## src/core/dofd_pkg.sv

```systemverilog
// Purpose: Shared encodings for the opcode field decoder
// Assumes: Five-bit register selects and 8-bit parallel operation codes
// Notes: Register index and APB offsets live here
package dofd_pkg;

   // Register select targets, common code space for both five-bit maps
   typedef enum logic [5:0] {
      DOFD_REG_NONE = 6'h00,
      DOFD_REG_X_LO = 6'h01,
      DOFD_REG_X_HI = 6'h02,
      DOFD_REG_Y_LO = 6'h03,
      DOFD_REG_Y_HI = 6'h04,
      DOFD_REG_ACC_A_LOW = 6'h05,
      DOFD_REG_ACC_B_LOW = 6'h06,
      DOFD_REG_ACC_A_EXT = 6'h07,
      DOFD_REG_ACC_B_EXT = 6'h08,
      DOFD_REG_ACC_A_MID = 6'h09,
      DOFD_REG_ACC_B_MID = 6'h0A,
      DOFD_REG_ACC_A = 6'h0B,
      DOFD_REG_ACC_B = 6'h0C,
      DOFD_REG_ADDR_PTR = 6'h0D,
      DOFD_REG_OFFSET = 6'h0E,
      DOFD_REG_MODIFIER = 6'h0F,
      DOFD_REG_EXT_PTR = 6'h10,
      DOFD_REG_VEC_BASE = 6'h11,
      DOFD_REG_SIZE_COUNT = 6'h12,
      DOFD_REG_STACK_SIZE = 6'h13,
      DOFD_REG_STATUS = 6'h14,
      DOFD_REG_OP_MODE = 6'h15,
      DOFD_REG_STACK_IDX = 6'h16,
      DOFD_REG_STACK_TOP_HI = 6'h17,
      DOFD_REG_STACK_TOP_LO = 6'h18,
      DOFD_REG_LOOP_END = 6'h19,
      DOFD_REG_LOOP_CNT = 6'h1A
   } dofd_reg_e;

   // APB register byte offsets
   localparam logic [11:0] DOFD_OFF_CTRL = 12'h000;
   localparam logic [11:0] DOFD_OFF_WORD = 12'h004;
   localparam logic [11:0] DOFD_OFF_FLAGS = 12'h008;
   localparam logic [11:0] DOFD_OFF_REGSEL = 12'h00C;
   localparam logic [11:0] DOFD_OFF_ALU = 12'h010;
   localparam logic [11:0] DOFD_OFF_MOVE = 12'h014;
   localparam logic [11:0] DOFD_OFF_OPCODE = 12'h018;
   localparam logic [11:0] DOFD_OFF_SHIFT = 12'h01C;

   // Reset values
   localparam logic [31:0] DOFD_RST_WORD = 32'h0000_0000;
   localparam logic [6:0] DOFD_RST_FLAGS = 7'h00;
   localparam logic [31:0] DOFD_RST_CTRL = 32'h0000_0000;

   // Status flag positions in the flags register
   localparam int DOFD_FLG_C = 0;
   localparam int DOFD_FLG_E = 1;
   localparam int DOFD_FLG_Z = 2;
   localparam int DOFD_FLG_N = 3;
   localparam int DOFD_FLG_V = 4;
   localparam int DOFD_FLG_U = 5;
   localparam int DOFD_FLG_L = 6;

   // Condition codes, low half; the high half is the complement
   localparam logic [2:0] DOFD_CC_CARRY_CLR = 3'h0;
   localparam logic [2:0] DOFD_CC_GE = 3'h1;
   localparam logic [2:0] DOFD_CC_NE = 3'h2;
   localparam logic [2:0] DOFD_CC_PL = 3'h3;
   localparam logic [2:0] DOFD_CC_NN = 3'h4;
   localparam logic [2:0] DOFD_CC_EXT_CLR = 3'h5;
   localparam logic [2:0] DOFD_CC_LIM_CLR = 3'h6;
   localparam logic [2:0] DOFD_CC_GT = 3'h7;

   // Multiply operand pair: first and second operand codes, 2 bits each
   // 0 x_in_word_lo, 1 y_in_word_lo, 2 x_in_word_hi, 3 y_in_word_hi
   localparam logic [2:0][1:0] DOFD_MUL_FIRST = '0;

   // APB data width in bits, matching the read mux
   localparam int DOFD_DATA_W = 32;

   // Map a five-bit register select, first table
   function automatic dofd_reg_e dofd_map_reg1(input logic [4:0] code);
      dofd_reg_e r;
      r = DOFD_REG_NONE;
      unique case (code[4:3])
         2'b10: r = DOFD_REG_ADDR_PTR;
         2'b11: r = DOFD_REG_OFFSET;
         default: begin
            unique case (code)
               5'h04: r = DOFD_REG_X_LO;
               5'h05: r = DOFD_REG_X_HI;
               5'h06: r = DOFD_REG_Y_LO;
               5'h07: r = DOFD_REG_Y_HI;
               5'h08: r = DOFD_REG_ACC_A_LOW;
               5'h09: r = DOFD_REG_ACC_B_LOW;
               5'h0A: r = DOFD_REG_ACC_A_EXT;
               5'h0B: r = DOFD_REG_ACC_B_EXT;
               5'h0C: r = DOFD_REG_ACC_A_MID;
               5'h0D: r = DOFD_REG_ACC_B_MID;
               5'h0E: r = DOFD_REG_ACC_A;
               5'h0F: r = DOFD_REG_ACC_B;
               default: r = DOFD_REG_NONE;
            endcase
         end
      endcase
      return r;
   endfunction

   // Data operand pair code: 0 first input lo, 1 first hi, 2 acc A, 3 acc B
   function automatic logic [1:0] dofd_pair_sel(input logic [1:0] code);
      return code;
   endfunction

endpackage

```

## src/core/dofd_field_if.sv

```systemverilog
// Purpose: Carries decoded fields between decoder modules
// Assumes: One clock domain
// Notes: Pure wiring, no logic
`timescale 1ns/100ps
interface dofd_field_if;
   logic [23:0] word;
   logic [6:0] flags;
   logic cond_true;
   logic [15:0] shift_const;
   logic [2:0] mul_first;
   logic [2:0] mul_second;
   logic mul_dest_b;
   logic mul_negate;
   logic mul_accumulate;
   logic mul_round;
   logic is_multiply;
   logic [2:0] nonmul_src;
   logic [2:0] nonmul_op;
   logic nonmul_dest_b;
   modport producer (input word, input flags, output cond_true, output shift_const,
      output mul_first, output mul_second, output mul_dest_b, output mul_negate,
      output mul_accumulate, output mul_round, output is_multiply,
      output nonmul_src, output nonmul_op, output nonmul_dest_b);
   modport consumer (output word, output flags, input cond_true, input shift_const,
      input mul_first, input mul_second, input mul_dest_b, input mul_negate,
      input mul_accumulate, input mul_round, input is_multiply,
      input nonmul_src, input nonmul_op, input nonmul_dest_b);
endinterface

```

## src/core/dofd_top.sv

```systemverilog
// Purpose: Operand and operation field decoder for a 16-bit DSP core
// Assumes: Instruction word and status flags are written over APB
// Notes: Decode logic is combinational from the registered word, flags and MOVE register; decode output ports are registered
// Contract
// [RQ1] Five-bit select: input words, accumulator parts, full accs, address, offset regs
// [RQ2] Shift field n 1..15 gives a constant with bit 15-n set
// [RQ3] Direction bit zero reads, one writes
// [RQ4] Four-bit ALU field: 01xx input register, 1xxx accumulator part
// [RQ5] X plus register move: two-bit first dest, one-bit Y half
// [RQ6] Register plus Y move: one-bit X half, two-bit second dest
// [RQ7] Class II bit picks accumulator A or B
// [RQ8] Dual move X address mode plus index, Y index in opposite bank
// [RQ9] Dual move data fields select X lo, X hi, A, B
// [RQ10] Second five-bit select maps modifier and program control registers
// [RQ11] Simple conditions test one status flag
// [RQ12] Signed and normalization conditions use combined flag equations
// [RQ13] Condition codes 0-7 listed, 8-15 complementary
// [RQ14] Opcode top bit one means multiply with its fields
// [RQ15] Multiplier select maps to eight fixed operand pairs
// [RQ16] Control bits negate, accumulate and round independently
// [RQ17] Multiply destination bit picks A or B
// [RQ18] Top bit zero means non-multiply with two 3-bit fields
// [RQ19] Unassigned field values raise an illegal encoding flag
//
// The implementer's own choices: the register addresses and register access over APB.
`timescale 1ns/100ps
module dofd_top
   import dofd_pkg::*;
(
   input wire logic sys_clk_in,
   input wire logic srst_in,
   input wire logic psel_in,
   input wire logic penable_in,
   input wire logic pwrite_in,
   input wire logic [11:0] paddr_in,
   input wire logic [31:0] pwdata_in,
   input wire logic [3:0] pstrb_in,
   output logic pready_out,
   output logic pslverr_out,
   output logic [31:0] prdata_out,
   output logic [5:0] reg_sel1_out,
   output logic [2:0] reg_idx1_out,
   output logic [5:0] reg_sel2_out,
   output logic [2:0] reg_idx2_out,
   output logic cond_true_out,
   output logic [15:0] shift_const_out,
   output logic illegal_out
);
   dofd_field_if fld ();
   logic [31:0] word;
   logic [6:0] flags;
   logic [31:0] rd_mux;
   logic rd_hit;
   logic [31:0] rdata_comb;

   // Word layout (software view):
   // [3:0] condition_sel, [7:4] shift, [15:8] opcode, [20:16] five-bit select 1,
   // [25:21] five-bit select 2, [26] direction, [30:27] ALU dest field
   // MOVE register: [1:0] ff-x, [2] F, [3] e, [5:4] ff-y, [6] class II d,
   // [11:7] X xside_mode_index, [15:12] Y mmtt, [17:16] ee, [19:18] dual ff
   dofd_apb_regs u_regs (
      .sys_clk_in(sys_clk_in),
      .srst_in(srst_in),
      .psel_in(psel_in),
      .penable_in(penable_in),
      .pwrite_in(pwrite_in),
      .paddr_in(paddr_in),
      .pwdata_in(pwdata_in),
      .pstrb_in(pstrb_in),
      .pready_out(pready_out),
      .pslverr_out(pslverr_out),
      .rd_mux_in(rd_mux),
      .rd_hit_in(rd_hit),
      .word_out(word),
      .flags_out(flags),
      .rdata_q_out(rdata_comb)
   );

   assign fld.word = word[23:0];
   assign fld.flags = flags;

   dofd_cond_eval u_eval (
      .fld(fld.producer)
   );

   // Register selects
   logic [4:0] sel1;
   logic [4:0] sel2;
   dofd_reg_e r1;
   dofd_reg_e r2;
   logic ill_r1;
   logic ill_r2;
   always_comb begin
      sel1 = word[20:16];
      sel2 = word[25:21];
      r1 = dofd_map_reg1(sel1); // [RQ1]
      ill_r1 = (r1 == DOFD_REG_NONE); // [RQ19]
      r2 = DOFD_REG_NONE;
      if (sel2[4:3] == 2'b00) begin
         r2 = DOFD_REG_MODIFIER; // [RQ10]
      end else begin
         unique case (sel2) // [RQ10]
            5'h0A: r2 = DOFD_REG_EXT_PTR;
            5'h10: r2 = DOFD_REG_VEC_BASE;
            5'h11: r2 = DOFD_REG_SIZE_COUNT;
            5'h18: r2 = DOFD_REG_STACK_SIZE;
            5'h19: r2 = DOFD_REG_STATUS;
            5'h1A: r2 = DOFD_REG_OP_MODE;
            5'h1B: r2 = DOFD_REG_STACK_IDX;
            5'h1C: r2 = DOFD_REG_STACK_TOP_HI;
            5'h1D: r2 = DOFD_REG_STACK_TOP_LO;
            5'h1E: r2 = DOFD_REG_LOOP_END;
            5'h1F: r2 = DOFD_REG_LOOP_CNT;
            default: r2 = DOFD_REG_NONE;
         endcase
      end
      ill_r2 = (r2 == DOFD_REG_NONE); // [RQ19]
   end

   // ALU destination field
   logic [3:0] alu_f;
   logic [3:0] alu_sel;
   logic alu_ill;
   logic dir_write;
   always_comb begin
      alu_f = word[30:27];
      dir_write = word[26]; // [RQ3]
      alu_ill = 1'b0;
      alu_sel = 4'h0;
      if (alu_f[3]) begin
         alu_sel = {1'b1, alu_f[2:0]}; // [RQ4]
      end else if (alu_f[3:2] == 2'b01) begin
         alu_sel = {2'b01, alu_f[1:0]}; // [RQ4]
      end else begin
         alu_ill = 1'b1; // [RQ19]
      end
   end

   // Parallel move fields, register MOVE is held separately from word
   logic [31:0] mv;
   logic [31:0] next_mv;
   logic [1:0] xr_d1;
   logic xr_d2_hi;
   logic ry_d1_hi;
   logic [1:0] ry_d2;
   logic c2_b;
   logic [1:0] x_mode;
   logic [2:0] x_idx;
   logic [1:0] y_mode;
   logic [2:0] y_idx;
   logic [1:0] dx;
   logic [1:0] dy;
   always_comb begin
      next_mv = mv;
      if (psel_in && penable_in && pwrite_in && paddr_in == DOFD_OFF_MOVE) begin
         next_mv = pwdata_in;
      end
   end
   always_ff @(posedge sys_clk_in) begin
      if (srst_in) begin
         mv <= DOFD_RST_CTRL;
      end else begin
         mv <= next_mv;
      end
   end
   always_comb begin
      xr_d1 = mv[1:0]; // [RQ5]
      xr_d2_hi = mv[2]; // [RQ5]
      ry_d1_hi = mv[3]; // [RQ6]
      ry_d2 = mv[5:4]; // [RQ6]
      c2_b = mv[6]; // [RQ7]
      x_mode = mv[11:10]; // [RQ8]
      x_idx = mv[9:7]; // [RQ8]
      y_mode = mv[15:14]; // [RQ8]
      // Y pointer lives in the bank opposite the X pointer
      y_idx = {~x_idx[2], mv[13:12]}; // [RQ8]
      dx = dofd_pair_sel(mv[17:16]); // [RQ9]
      dy = dofd_pair_sel(mv[19:18]); // [RQ9]
   end

   // Read mux
   always_comb begin
      rd_hit = 1'b1;
      rd_mux = 32'h0000_0000;
      unique case (paddr_in)
         DOFD_OFF_CTRL: rd_mux = {31'h0, illegal_out};
         DOFD_OFF_WORD: rd_mux = word;
         DOFD_OFF_FLAGS: rd_mux = {25'h0, flags};
         DOFD_OFF_REGSEL: rd_mux = {17'h0, r2, r1, dir_write, ill_r2, ill_r1};
         DOFD_OFF_ALU: rd_mux = {27'h0, alu_ill, alu_sel};
         DOFD_OFF_MOVE: rd_mux = {8'h0, dy, dx, y_mode, y_idx, x_mode, x_idx,
            c2_b, ry_d2, ry_d1_hi, xr_d2_hi, xr_d1, 3'h0};
         DOFD_OFF_OPCODE: rd_mux = {13'h0, fld.cond_true, fld.nonmul_op,
            fld.nonmul_dest_b, fld.nonmul_src, fld.mul_round, fld.mul_accumulate,
            fld.mul_negate, fld.mul_dest_b, fld.mul_second, fld.mul_first,
            fld.is_multiply};
         DOFD_OFF_SHIFT: rd_mux = {16'h0, fld.shift_const};
         default: rd_hit = 1'b0;
      endcase
   end

   // Decode outputs registered so the datapath sees stable values
   logic [5:0] next_sel1;
   logic [5:0] next_sel2;
   logic next_ill;
   logic next_cond;
   logic [15:0] next_shift;
   logic [31:0] next_prdata;
   always_comb begin
      next_sel1 = r1;
      next_sel2 = r2;
      next_ill = ill_r1 | ill_r2 | alu_ill | (word[7:4] == 4'h0); // [RQ19]
      next_cond = fld.cond_true;
      next_shift = fld.shift_const;
      next_prdata = rdata_comb;
   end
   always_ff @(posedge sys_clk_in) begin
      if (srst_in) begin
         reg_sel1_out <= 6'h00;
         reg_sel2_out <= 6'h00;
         reg_idx1_out <= 3'h0;
         reg_idx2_out <= 3'h0;
         illegal_out <= 1'b0;
         cond_true_out <= 1'b0;
         shift_const_out <= 16'h0000;
      end else begin
         reg_sel1_out <= next_sel1;
         reg_sel2_out <= next_sel2;
         reg_idx1_out <= sel1[2:0];
         reg_idx2_out <= sel2[2:0];
         illegal_out <= next_ill;
         cond_true_out <= next_cond;
         shift_const_out <= next_shift;
      end
   end
   // Read data is combinational while a mapped read is selected, setup phase included, zero otherwise
   assign prdata_out = next_prdata;
endmodule

```

## src/core/dofd_cond_eval.sv

```systemverilog
// Purpose: Condition code evaluation and immediate shift constant
// Assumes: Flags come from the status word already registered
// Notes: Purely combinational
`timescale 1ns/100ps
module dofd_cond_eval
   import dofd_pkg::*;
(
   dofd_field_if.producer fld
);
   logic [3:0] cc;
   logic base;
   logic c_f, e_f, z_f, n_f, v_f, u_f, l_f;
   logic [3:0] sh;

   always_comb begin
      cc = fld.word[3:0];
      sh = fld.word[7:4];
      c_f = fld.flags[DOFD_FLG_C];
      e_f = fld.flags[DOFD_FLG_E];
      z_f = fld.flags[DOFD_FLG_Z];
      n_f = fld.flags[DOFD_FLG_N];
      v_f = fld.flags[DOFD_FLG_V];
      u_f = fld.flags[DOFD_FLG_U];
      l_f = fld.flags[DOFD_FLG_L];
      base = 1'b0;
      unique case (cc[2:0])
         DOFD_CC_CARRY_CLR: base = ~c_f; // [RQ11]
         DOFD_CC_GE: base = ~(n_f ^ v_f); // [RQ12]
         DOFD_CC_NE: base = ~z_f; // [RQ11]
         DOFD_CC_PL: base = ~n_f; // [RQ11]
         DOFD_CC_NN: base = ~(z_f | (~u_f & ~e_f)); // [RQ12]
         DOFD_CC_EXT_CLR: base = ~e_f; // [RQ11]
         DOFD_CC_LIM_CLR: base = ~l_f; // [RQ11]
         DOFD_CC_GT: base = ~(z_f | (n_f ^ v_f)); // [RQ12]
      endcase
      // Upper half of the code space selects the complement
      fld.cond_true = cc[3] ? ~base : base; // [RQ13]
      // Field value 0 has no constant and yields zero
      fld.shift_const = (sh == 4'h0) ? 16'h0000 : (16'h8000 >> sh); // [RQ2]
   end

   // Multiply and non-multiply operation code fields, opcode in word[15:8]
   logic [7:0] op;
   always_comb begin
      op = fld.word[15:8];
      fld.is_multiply = op[7]; // [RQ14]
      fld.mul_dest_b = op[3]; // [RQ17]
      fld.mul_negate = op[2]; // [RQ16]
      fld.mul_accumulate = op[1]; // [RQ16]
      fld.mul_round = op[0]; // [RQ16]
      // Operand codes: 0 x lo, 1 y lo, 2 x hi, 3 y hi
      unique case (op[6:4]) // [RQ15]
         3'h0: {fld.mul_first, fld.mul_second} = {3'h0, 3'h0};
         3'h1: {fld.mul_first, fld.mul_second} = {3'h1, 3'h1};
         3'h2: {fld.mul_first, fld.mul_second} = {3'h2, 3'h0};
         3'h3: {fld.mul_first, fld.mul_second} = {3'h3, 3'h1};
         3'h4: {fld.mul_first, fld.mul_second} = {3'h0, 3'h3};
         3'h5: {fld.mul_first, fld.mul_second} = {3'h1, 3'h0};
         3'h6: {fld.mul_first, fld.mul_second} = {3'h2, 3'h1};
         3'h7: {fld.mul_first, fld.mul_second} = {3'h3, 3'h2};
      endcase
      fld.nonmul_src = op[6:4]; // [RQ18]
      fld.nonmul_dest_b = op[3]; // [RQ18]
      fld.nonmul_op = op[2:0]; // [RQ18]
   end
endmodule

```

## src/core/dofd_apb_regs.sv

```systemverilog
// Purpose: APB slave holding the instruction word and status flags
// Assumes: Zero wait states; pready is always high
// Notes: Unmapped reads return zero with pslverr
`timescale 1ns/100ps
module dofd_apb_regs
   import dofd_pkg::*;
(
   input wire logic sys_clk_in,
   input wire logic srst_in,
   input wire logic psel_in,
   input wire logic penable_in,
   input wire logic pwrite_in,
   input wire logic [11:0] paddr_in,
   input wire logic [31:0] pwdata_in,
   input wire logic [3:0] pstrb_in,
   output logic pready_out,
   output logic pslverr_out,
   input wire logic [31:0] rd_mux_in,
   input wire logic rd_hit_in,
   output logic [31:0] word_out,
   output logic [6:0] flags_out,
   output logic [31:0] rdata_q_out
);
   logic [31:0] next_word;
   logic [6:0] next_flags;
   logic wr_en;
   integer i;

   always_comb begin
      wr_en = psel_in & penable_in & pwrite_in;
      next_word = word_out;
      next_flags = flags_out;
      if (wr_en && paddr_in == DOFD_OFF_WORD) begin
         for (i = 0; i < 4; i++) begin
            if (pstrb_in[i]) begin
               next_word[i*8 +: 8] = pwdata_in[i*8 +: 8];
            end
         end
      end
      if (wr_en && paddr_in == DOFD_OFF_FLAGS && pstrb_in[0]) begin
         next_flags = pwdata_in[6:0];
      end
   end

   always_ff @(posedge sys_clk_in) begin
      if (srst_in) begin
         word_out <= DOFD_RST_WORD;
         flags_out <= DOFD_RST_FLAGS;
      end else begin
         word_out <= next_word;
         flags_out <= next_flags;
      end
   end

   always_comb begin
      pready_out = 1'b1;
      pslverr_out = psel_in & penable_in & ~rd_hit_in;
      rdata_q_out = (psel_in & ~pwrite_in & rd_hit_in) ? rd_mux_in : 32'h0000_0000;
   end
endmodule

```

## config.mk

```make
export PLATFORM = sky130hd
export DESIGN_NAME = dofd_top
export DESIGN_NICKNAME = d
export VERILOG_FILES = /design/src/core/dofd_pkg.sv /design/src/core/dofd_field_if.sv /design/src/core/dofd_top.sv /design/src/core/dofd_cond_eval.sv /design/src/core/dofd_apb_regs.sv
export SDC_FILE = /design/constraint.sdc
export NUM_CORES = 1
export LEC_CHECK = 0
export ABC_AREA = 1
export BUFFER_PORTS_ARGS = -buffer_cell sky130_fd_sc_hd__buf_4
export CORE_ASPECT_RATIO = 0.75
export CORE_MARGIN = 2
export CORE_UTILIZATION = 56
export DETAILED_ROUTE_END_ITERATION = 10
export PLACE_DENSITY = 0.86
export SYNTH_ARGS = -nofsm -noshare
export SYNTH_HDL_FRONTEND = slang
export SYNTH_HIERARCHICAL = 1
export SYNTH_SLANG_ARGS = --single-unit
export TNS_END_PERCENT = 30
```

## constraint.sdc

```tcl
create_clock -name sys_clk_in -period 3.3 [get_ports sys_clk_in]
set_input_delay 0.66 -clock sys_clk_in [delete_from_list [all_inputs] [get_ports sys_clk_in]]
set_output_delay 0.66 -clock sys_clk_in [all_outputs]
set_load 0.05 [all_outputs]
```

==> flow_metrics.tcl, run 1 <==
set metrics [dict create \
    yosysSeqAreaShare_pct 29.85 \
    clkTransAtPathRegs_ns 0.06 \
    rsz0062_at_grt "false" \
    dp_hpwl_mm 13.21 \
    min_period_ns 3.160 \
    placed_area_um2 6843 \
    worstHoldPathType "register to register" \
    cts_max_level 3 \
    synthArstFlopShare_pct 0 \
    netlist_area_um2 6170 \
    route.vias.total 6382 \
    endpoint "prdata_out[1]" \
    synth_seq_cells 92 \
    grt_pass1_wl_mm 27.92 \
    grt_antenna_before_repair 0 \
    firstDrtPassIters 5 \
    die_y_um 94.90 \
    antenna_cells 0 \
    fp-row-count 33 \
    power_leakage_nw 3.390 \
    max-slew-margin-rel_pct 45.35 \
    arrival_ns 2.50 \
    final_layout_size_suffix_gt1_share_pct 19.29 \
    peakVddDrop_v 0.0002909 \
    drc_errors 0 \
    cp-startpoint "paddr_in[11]" \
    final_core_util_pct 66.26 \
    rrSetupSlack_ns 1.76 \
    routed_via_density 5.151 \
    cts_root_buf "clkbuf_16" \
    r2r-end "illegal_out" \
    worst_slew_pin_slew_ns 0.8112 \
    cts_resized 0 \
    clk_latency_ns 0.35 \
    crit_fanout 32 \
    final_common_cell "nand2_1" \
    required_ns 2.64 \
    tns_ns 0 \
    avgSynthCellArea_um2 6.133 \
    fp.dieW_um 125.2 \
    power_mw 2.417 \
    netlist-cell-type-count 35 \
    grtUsageTotal_pct 29.61 \
    areaGrowthSynthToFinish_pct 16.18 \
    routedWlPerCell_um 14.07 \
    cp-start-kind "primary input" \
    reg2reg_from "u_regs/word_out[25]" \
    hold_ws_ns 0.5177 \
    final_nets 1153 \
    postCtsHoldBufs 0 \
    synth_warnings 6 \
    powerDensity_nw_per_um2 337.2 \
    outcome "complete, no violations" \
    placement.io_buffers 118 \
    overflow 0 \
    cts_num_sinks 92 \
    die-area_um2 11880 \
    rr_worst_depth 5 \
    final_max_slew_viol_count 0 \
    cts_buffers 9 \
    synth_ff_type "dfxtp_1" \
    grt_start_max_net_pins 51 \
    syn_inst 1006 \
    final_cell_mix "nand2_1 (211), nor2_1 (206), inv_1 (204), buf_4 (130), dfxtp_1 (92)" \
    gp_congestion 0.9582 \
    drv_cap 0 \
    detail-route-antenna-nets 0 \
    tritoncts "done" \
    cts_setup_buffers 0 \
    timing.fmax_mhz 316.5 \
    placeableCoreArea_um2 10820 \
    clockBufferDepth 2 \
    ios 123 \
    grt_pass1_vias 5563 \
    initial_core_util_pct 57.03 \
    drt-total-wl_mm 17.43 \
    crit_type "primary input to primary output" \
    first_iter_violations 448 \
    synth-edff-count 0 \
    fin_skew_ns 0.003918 \
    hold_violations 0 \
    final_cell_area_um2 7168 \
    fin_crit_sh_pct 95.75 \
    setup_viol_count_final 0 \
    end_kind "primary output" \
]
stage by stage:
step / std cells / setup WS, ns
floorplan: 1010 / 0.009245
CTS: 1239 / 0.1627
detailed placement: 1223 / 0.1624
global placement: 1223 / 0.3316
global route: 1239 / 0.007456
finish: 1239 / 0.1402
worst max-delay path, stage by stage:
cell      delay, ns
buf_4          0.11
nor2_1         0.14
nand2_2        0.19
nor2_1         0.20
nand2_1        0.07
a211oi_1       0.37
nand3b_1       0.13
buf_4          0.26
nor2_1         0.15
buf_4          0.22
cells by family (layout without fill, tap and decap cells):
kind of cell	after synthesis	after routing	synth area share (%)
fa+ha+maj	6	6	1.217
compound gates	57	57	4.867
simple gates	573	573	42.51
xor+xnor	1	1	0.1420
flops	92	92	29.85
buf+inv	274	363	21.23
other cells	3	7	0.1825
state kept, by name, summed over array words and instances (netlist names):
signal,cells
illegal_out,1
reg_sel2_out,5
reg_sel1_out,4
reg_idx2_out,3
shift_const_out,16
cond_true_out,1
mv,20
u_regs/flags_out,7
reg_idx1_out,3
u_regs/word_out,32
final cells by class:
class,count,area [um^2]
Fill cell,1002,3650
Multi-Input combinational cell,644,3033
Sequential cell,92,1842
Timing Repair Buffer,130,975.9
Inverter,217,817.0
Clock buffer,9,225.2
Tap cell,140,175.2
Clock inverter,7,100.1
cells in the mapped netlist (2+ instances only):
library cell  instances  area share [%]
o21ai_1               9            0.73
inv_1               204              12
nand3b_1              2            0.24
nand2_1             211              13
a21oi_1              17             1.4
dfxtp_1              92              30
nor2_1              206              13
conb_1                3            0.18
or2_1                 2            0.20
nand4_1              46             4.7
nand3_1              44             3.6
inv_2                12            0.73
nand2_2               5            0.51
nor3_2                3            0.49
clkbuf_1              7            0.43
buf_8                 4            0.97
buf_12                2            0.65
nor2_2               26             2.6
nand3_4               5             1.4
o211ai_1              2            0.24
o21ai_0              26             2.1
o221ai_1              2            0.28
buf_2                 4            0.32
buf_6                13             2.4
nand3_2               5            0.81
buf_4                26             3.2
ha_1                  6             1.2
nor3_1                9            0.73
nor2_4                7             1.3
layer usage:
| metal | vias up | wire (um) | track usage [%] |
|---|---|---|---|
| met5 | - | 0 | 0.8403 |
| met4 | 0 | 199 | 7.037 |
| met3 | 19 | 1885 | 7.875 |
| met2 | 346 | 7331 | 45.43 |
| met1 | 2841 | 8017 | 41.64 |
| li1 | 3176 | - | - |
worst min path at each step:
stage / start / end / slack, ns / cells after the start
after global routing: mv[3] / mv[3] / 0.55 / 2
after detailed placement: u_regs/word_out[31] / u_regs/word_out[31] / 0.51 / 4
after global placement: mv[6] / mv[6] / 0.48 / 2
final: u_regs/word_out[31] / u_regs/word_out[31] / 0.52 / 4
after CTS: u_regs/word_out[31] / u_regs/word_out[31] / 0.52 / 4
after floorplan: u_regs/word_out[17] / reg_idx1_out[1] / 0.46 / 2
power breakdown:
part           switching, mW  internal (mW)  total, mW
clock                  0.444          0.668       1.11
sequential           0.00167           1.11       1.12
combinational          0.122         0.0666      0.189
total                  0.568           1.85       2.42
Power figures use the tool's default switching activity.
==> run 2, diff against run 1 <==
--- a/config.mk
+++ b/config.mk
@@ -9,7 +9,7 @@
 export BUFFER_PORTS_ARGS = -buffer_cell sky130_fd_sc_hd__buf_4
 export CORE_ASPECT_RATIO = 0.75
 export CORE_MARGIN = 2
-export CORE_UTILIZATION = 56
+export CORE_UTILIZATION = 55
 export DETAILED_ROUTE_END_ITERATION = 10
 export PLACE_DENSITY = 0.86
 export SYNTH_ARGS = -nofsm -noshare
==> run 2 against run 1 <==
Sequential share of layout area grew 0.067 points. Via count is 1.7% lower. First-iteration DRC count is 34% higher. Flip-flop and latch count unchanged. Register-to-register slack lost 0.05 ns. Cell area down 0.26%. Fmax is 1.2% higher. Clock skew is 0.0018 ns higher.
==> flow_metrics.tcl, run 2 (synthesis results as in run 1) <==
set metrics [dict create \
    p_switching_mw 0.5746 \
    r2r-end "illegal_out" \
    path_common_cell "buf_4" \
    outcome "complete, no violations" \
    swShare_pct 24.54 \
    worstPathCellList "buf_4 > nor2_1 > nand2_2 > inv_2 > o211ai_1 > a211oi_2 > nand3b_1 > buf_4 > nor2_1 > buf_4" \
    timing.fmax_mhz 320.4 \
    fin_crit_sh_pct 94.58 \
    clockBufferDepth 2 \
    cts_num_sinks 92 \
    fin_skew_ns 0.005762 \
    grt_pass1_vias 5499 \
    areaGrowthSynthToFinish_pct 15.88 \
    initial_core_util_pct 56.39 \
    worstHoldPathType "register to register" \
    required_ns 2.64 \
    arrival_ns 2.46 \
    max-slew-margin-rel_pct 44.99 \
    tns_ns 0 \
    grt_pass1_wl_mm 27.50 \
    largest_register "u_regs/word_out" \
    final_layout_size_suffix_gt1_share_pct 19.36 \
    rrSetupSlack_ns 1.71 \
    drc_errors 0 \
    gp_congestion 1.026 \
    final_nets 1154 \
    dp_hpwl_mm 13.02 \
    ios 123 \
    fp-row-count 33 \
    clkTransAtPathRegs_ns 0.06 \
    crit_fanout 32 \
    end_kind "primary output" \
    cts_root_buf "clkbuf_16" \
    cts_max_level 3 \
    num-fill-cells 1013 \
    worstHoldStart "u_regs/word_out[31]" \
    pwr-share-clk_pct 44.3 \
    power_frac_seq_pct 47.7 \
    worst_slew_pin_slew_ns 0.8165 \
    die_y_um 95.73 \
    grtUsageTotal_pct 28.66 \
    p_int_mw 1.767 \
    largest_reg_flops 32 \
    min_period_ns 3.121 \
    grt_antenna_before_repair 0 \
    cts_buffers 9 \
    peakVddDrop_v 0.0002502 \
    firstDrtPassIters 6 \
    power_leakage_nw 3.366 \
    die-area_um2 12090 \
    routedWlPerCell_um 13.85 \
    cpMaxStageDelayCell "a211oi_2" \
    regArea_um2 1842 \
    clk_latency_ns 0.35 \
    hold_depth 4 \
    critPathMaxStageDelay_ns 0.26 \
    final_max_slew_viol_count 0 \
    placeableCoreArea_um2 10940 \
    dp_cells 1224 \
    overflow 0 \
    reg2reg_from "u_regs/word_out[22]" \
    pwr-share-comb_pct 8.0 \
    top_regs "u_regs/word_out: 32 flops, mv: 20 flops, shift_const_out: 16 flops" \
    hold_violations 0 \
    rsz0062_at_grt "false" \
    setup_viol_count_final 0 \
    antenna_cells 0 \
    rr_worst_depth 8 \
    fp.dieW_um 126.3 \
    route.vias.total 6272 \
    crit_type "primary input to primary output" \
    drv_cap 0 \
    first_iter_violations 601 \
    crit_buf_inv 4 \
    final_common_cell "nand2_1" \
    multi_input_area_um2 3038 \
    cp-start-kind "primary input" \
    powerDensity_nw_per_um2 327.5 \
    placement.io_buffers 118 \
    grt_start_max_net_pins 40 \
    detail-route-antenna-nets 0 \
    crit_family "buffers and inverters" \
    final_cell_mix "nand2_1 (211), nor2_1 (206), inv_1 (204), buf_4 (131), dfxtp_1 (92)" \
    min_to "u_regs/word_out[31]" \
    routed_via_density 5.058 \
    tritoncts "done" \
    fin_cells 1240 \
    drt-total-wl_mm 17.18 \
]
-- run 2: changes by cell type in the layout (fill, tap and decap cells not counted), sizes merged --
cell and change:
clkinvlp +4, clkinv -3, buf +1, bufinv -1
clkbuf +1, inv -1
-- run 2: worst reg2reg max path: stages, from the launching register on --
cell and delay, ns:
dfxtp_1 0.39, inv_1 0.14, ha_1 0.32, inv_1 0.05, nand3_1 0.06, nand3_1 0.13, nor2_1 0.16, nand3_1 0.10
a21oi_1 0.18
-- run 2: metrics by stage --
step / total power, mW / util [%] / setup slack [ns] / instance area (um^2) / hold slack [ns]
finish: 2.341 / 65.34 / 0.1789 / 7149 / 0.5148
global route: 2.403 / 65.34 / 0.03242 / 7149 / 0.5487
CTS: 2.350 / 65.29 / 0.1353 / 7144 / 0.5114
detailed placement: 1.326 / 62.61 / 0.1400 / 6850 / 0.4981
global placement: 1.324 / 62.61 / 0.2641 / 6850 / 0.4806
floorplan: 1.256 / - / 0.009245 / 6185 / 0.4573
-- run 2: worst max-delay path by stage --
stage	endpoint	cells after the start	from
after floorplan	prdata_out[0]	9	paddr_in[11]
after global placement	prdata_out[6]	10	paddr_in[11]
after detailed placement	prdata_out[1]	10	paddr_in[11]
after CTS	prdata_out[1]	10	paddr_in[11]
after global routing	prdata_out[21]	10	paddr_in[11]
final	prdata_out[1]	10	paddr_in[11]
-- run 2: cell type report --
cell class,instances,area share (%)
multi-input combinational,644,42.49
inverter,217,11.43
clock inverter,6,0.9100
tap,140,2.450
timing repair buffer,131,13.76
clock buffer,10,3.203
sequential,92,25.76
-- run 2: power by group through the flow --
stage                     sequential, mW  combinational (mW)  clock [mW]
after floorplan                     1.16              0.0981           0
after global placement              1.14               0.182           0
after detailed placement            1.14               0.184           0
after CTS                           1.12               0.185        1.05
after global routing                1.12               0.201        1.09
final                               1.12               0.187        1.04
-- run 2: routing by layer --
layer	part of all wire [%]	GRT usage, %
met2	42	44.09
met5	0	0
met4	1.8	8.883
met1	44	39.35
met3	12	8.060
-- run 2: what timing repair did --
item / in CTS / in global routing
setup buffers: 0 / 0
endpoints found under the setup margin: 0 / 31
hold buffers: 0 / 0
gates resized for setup: 0 / 1
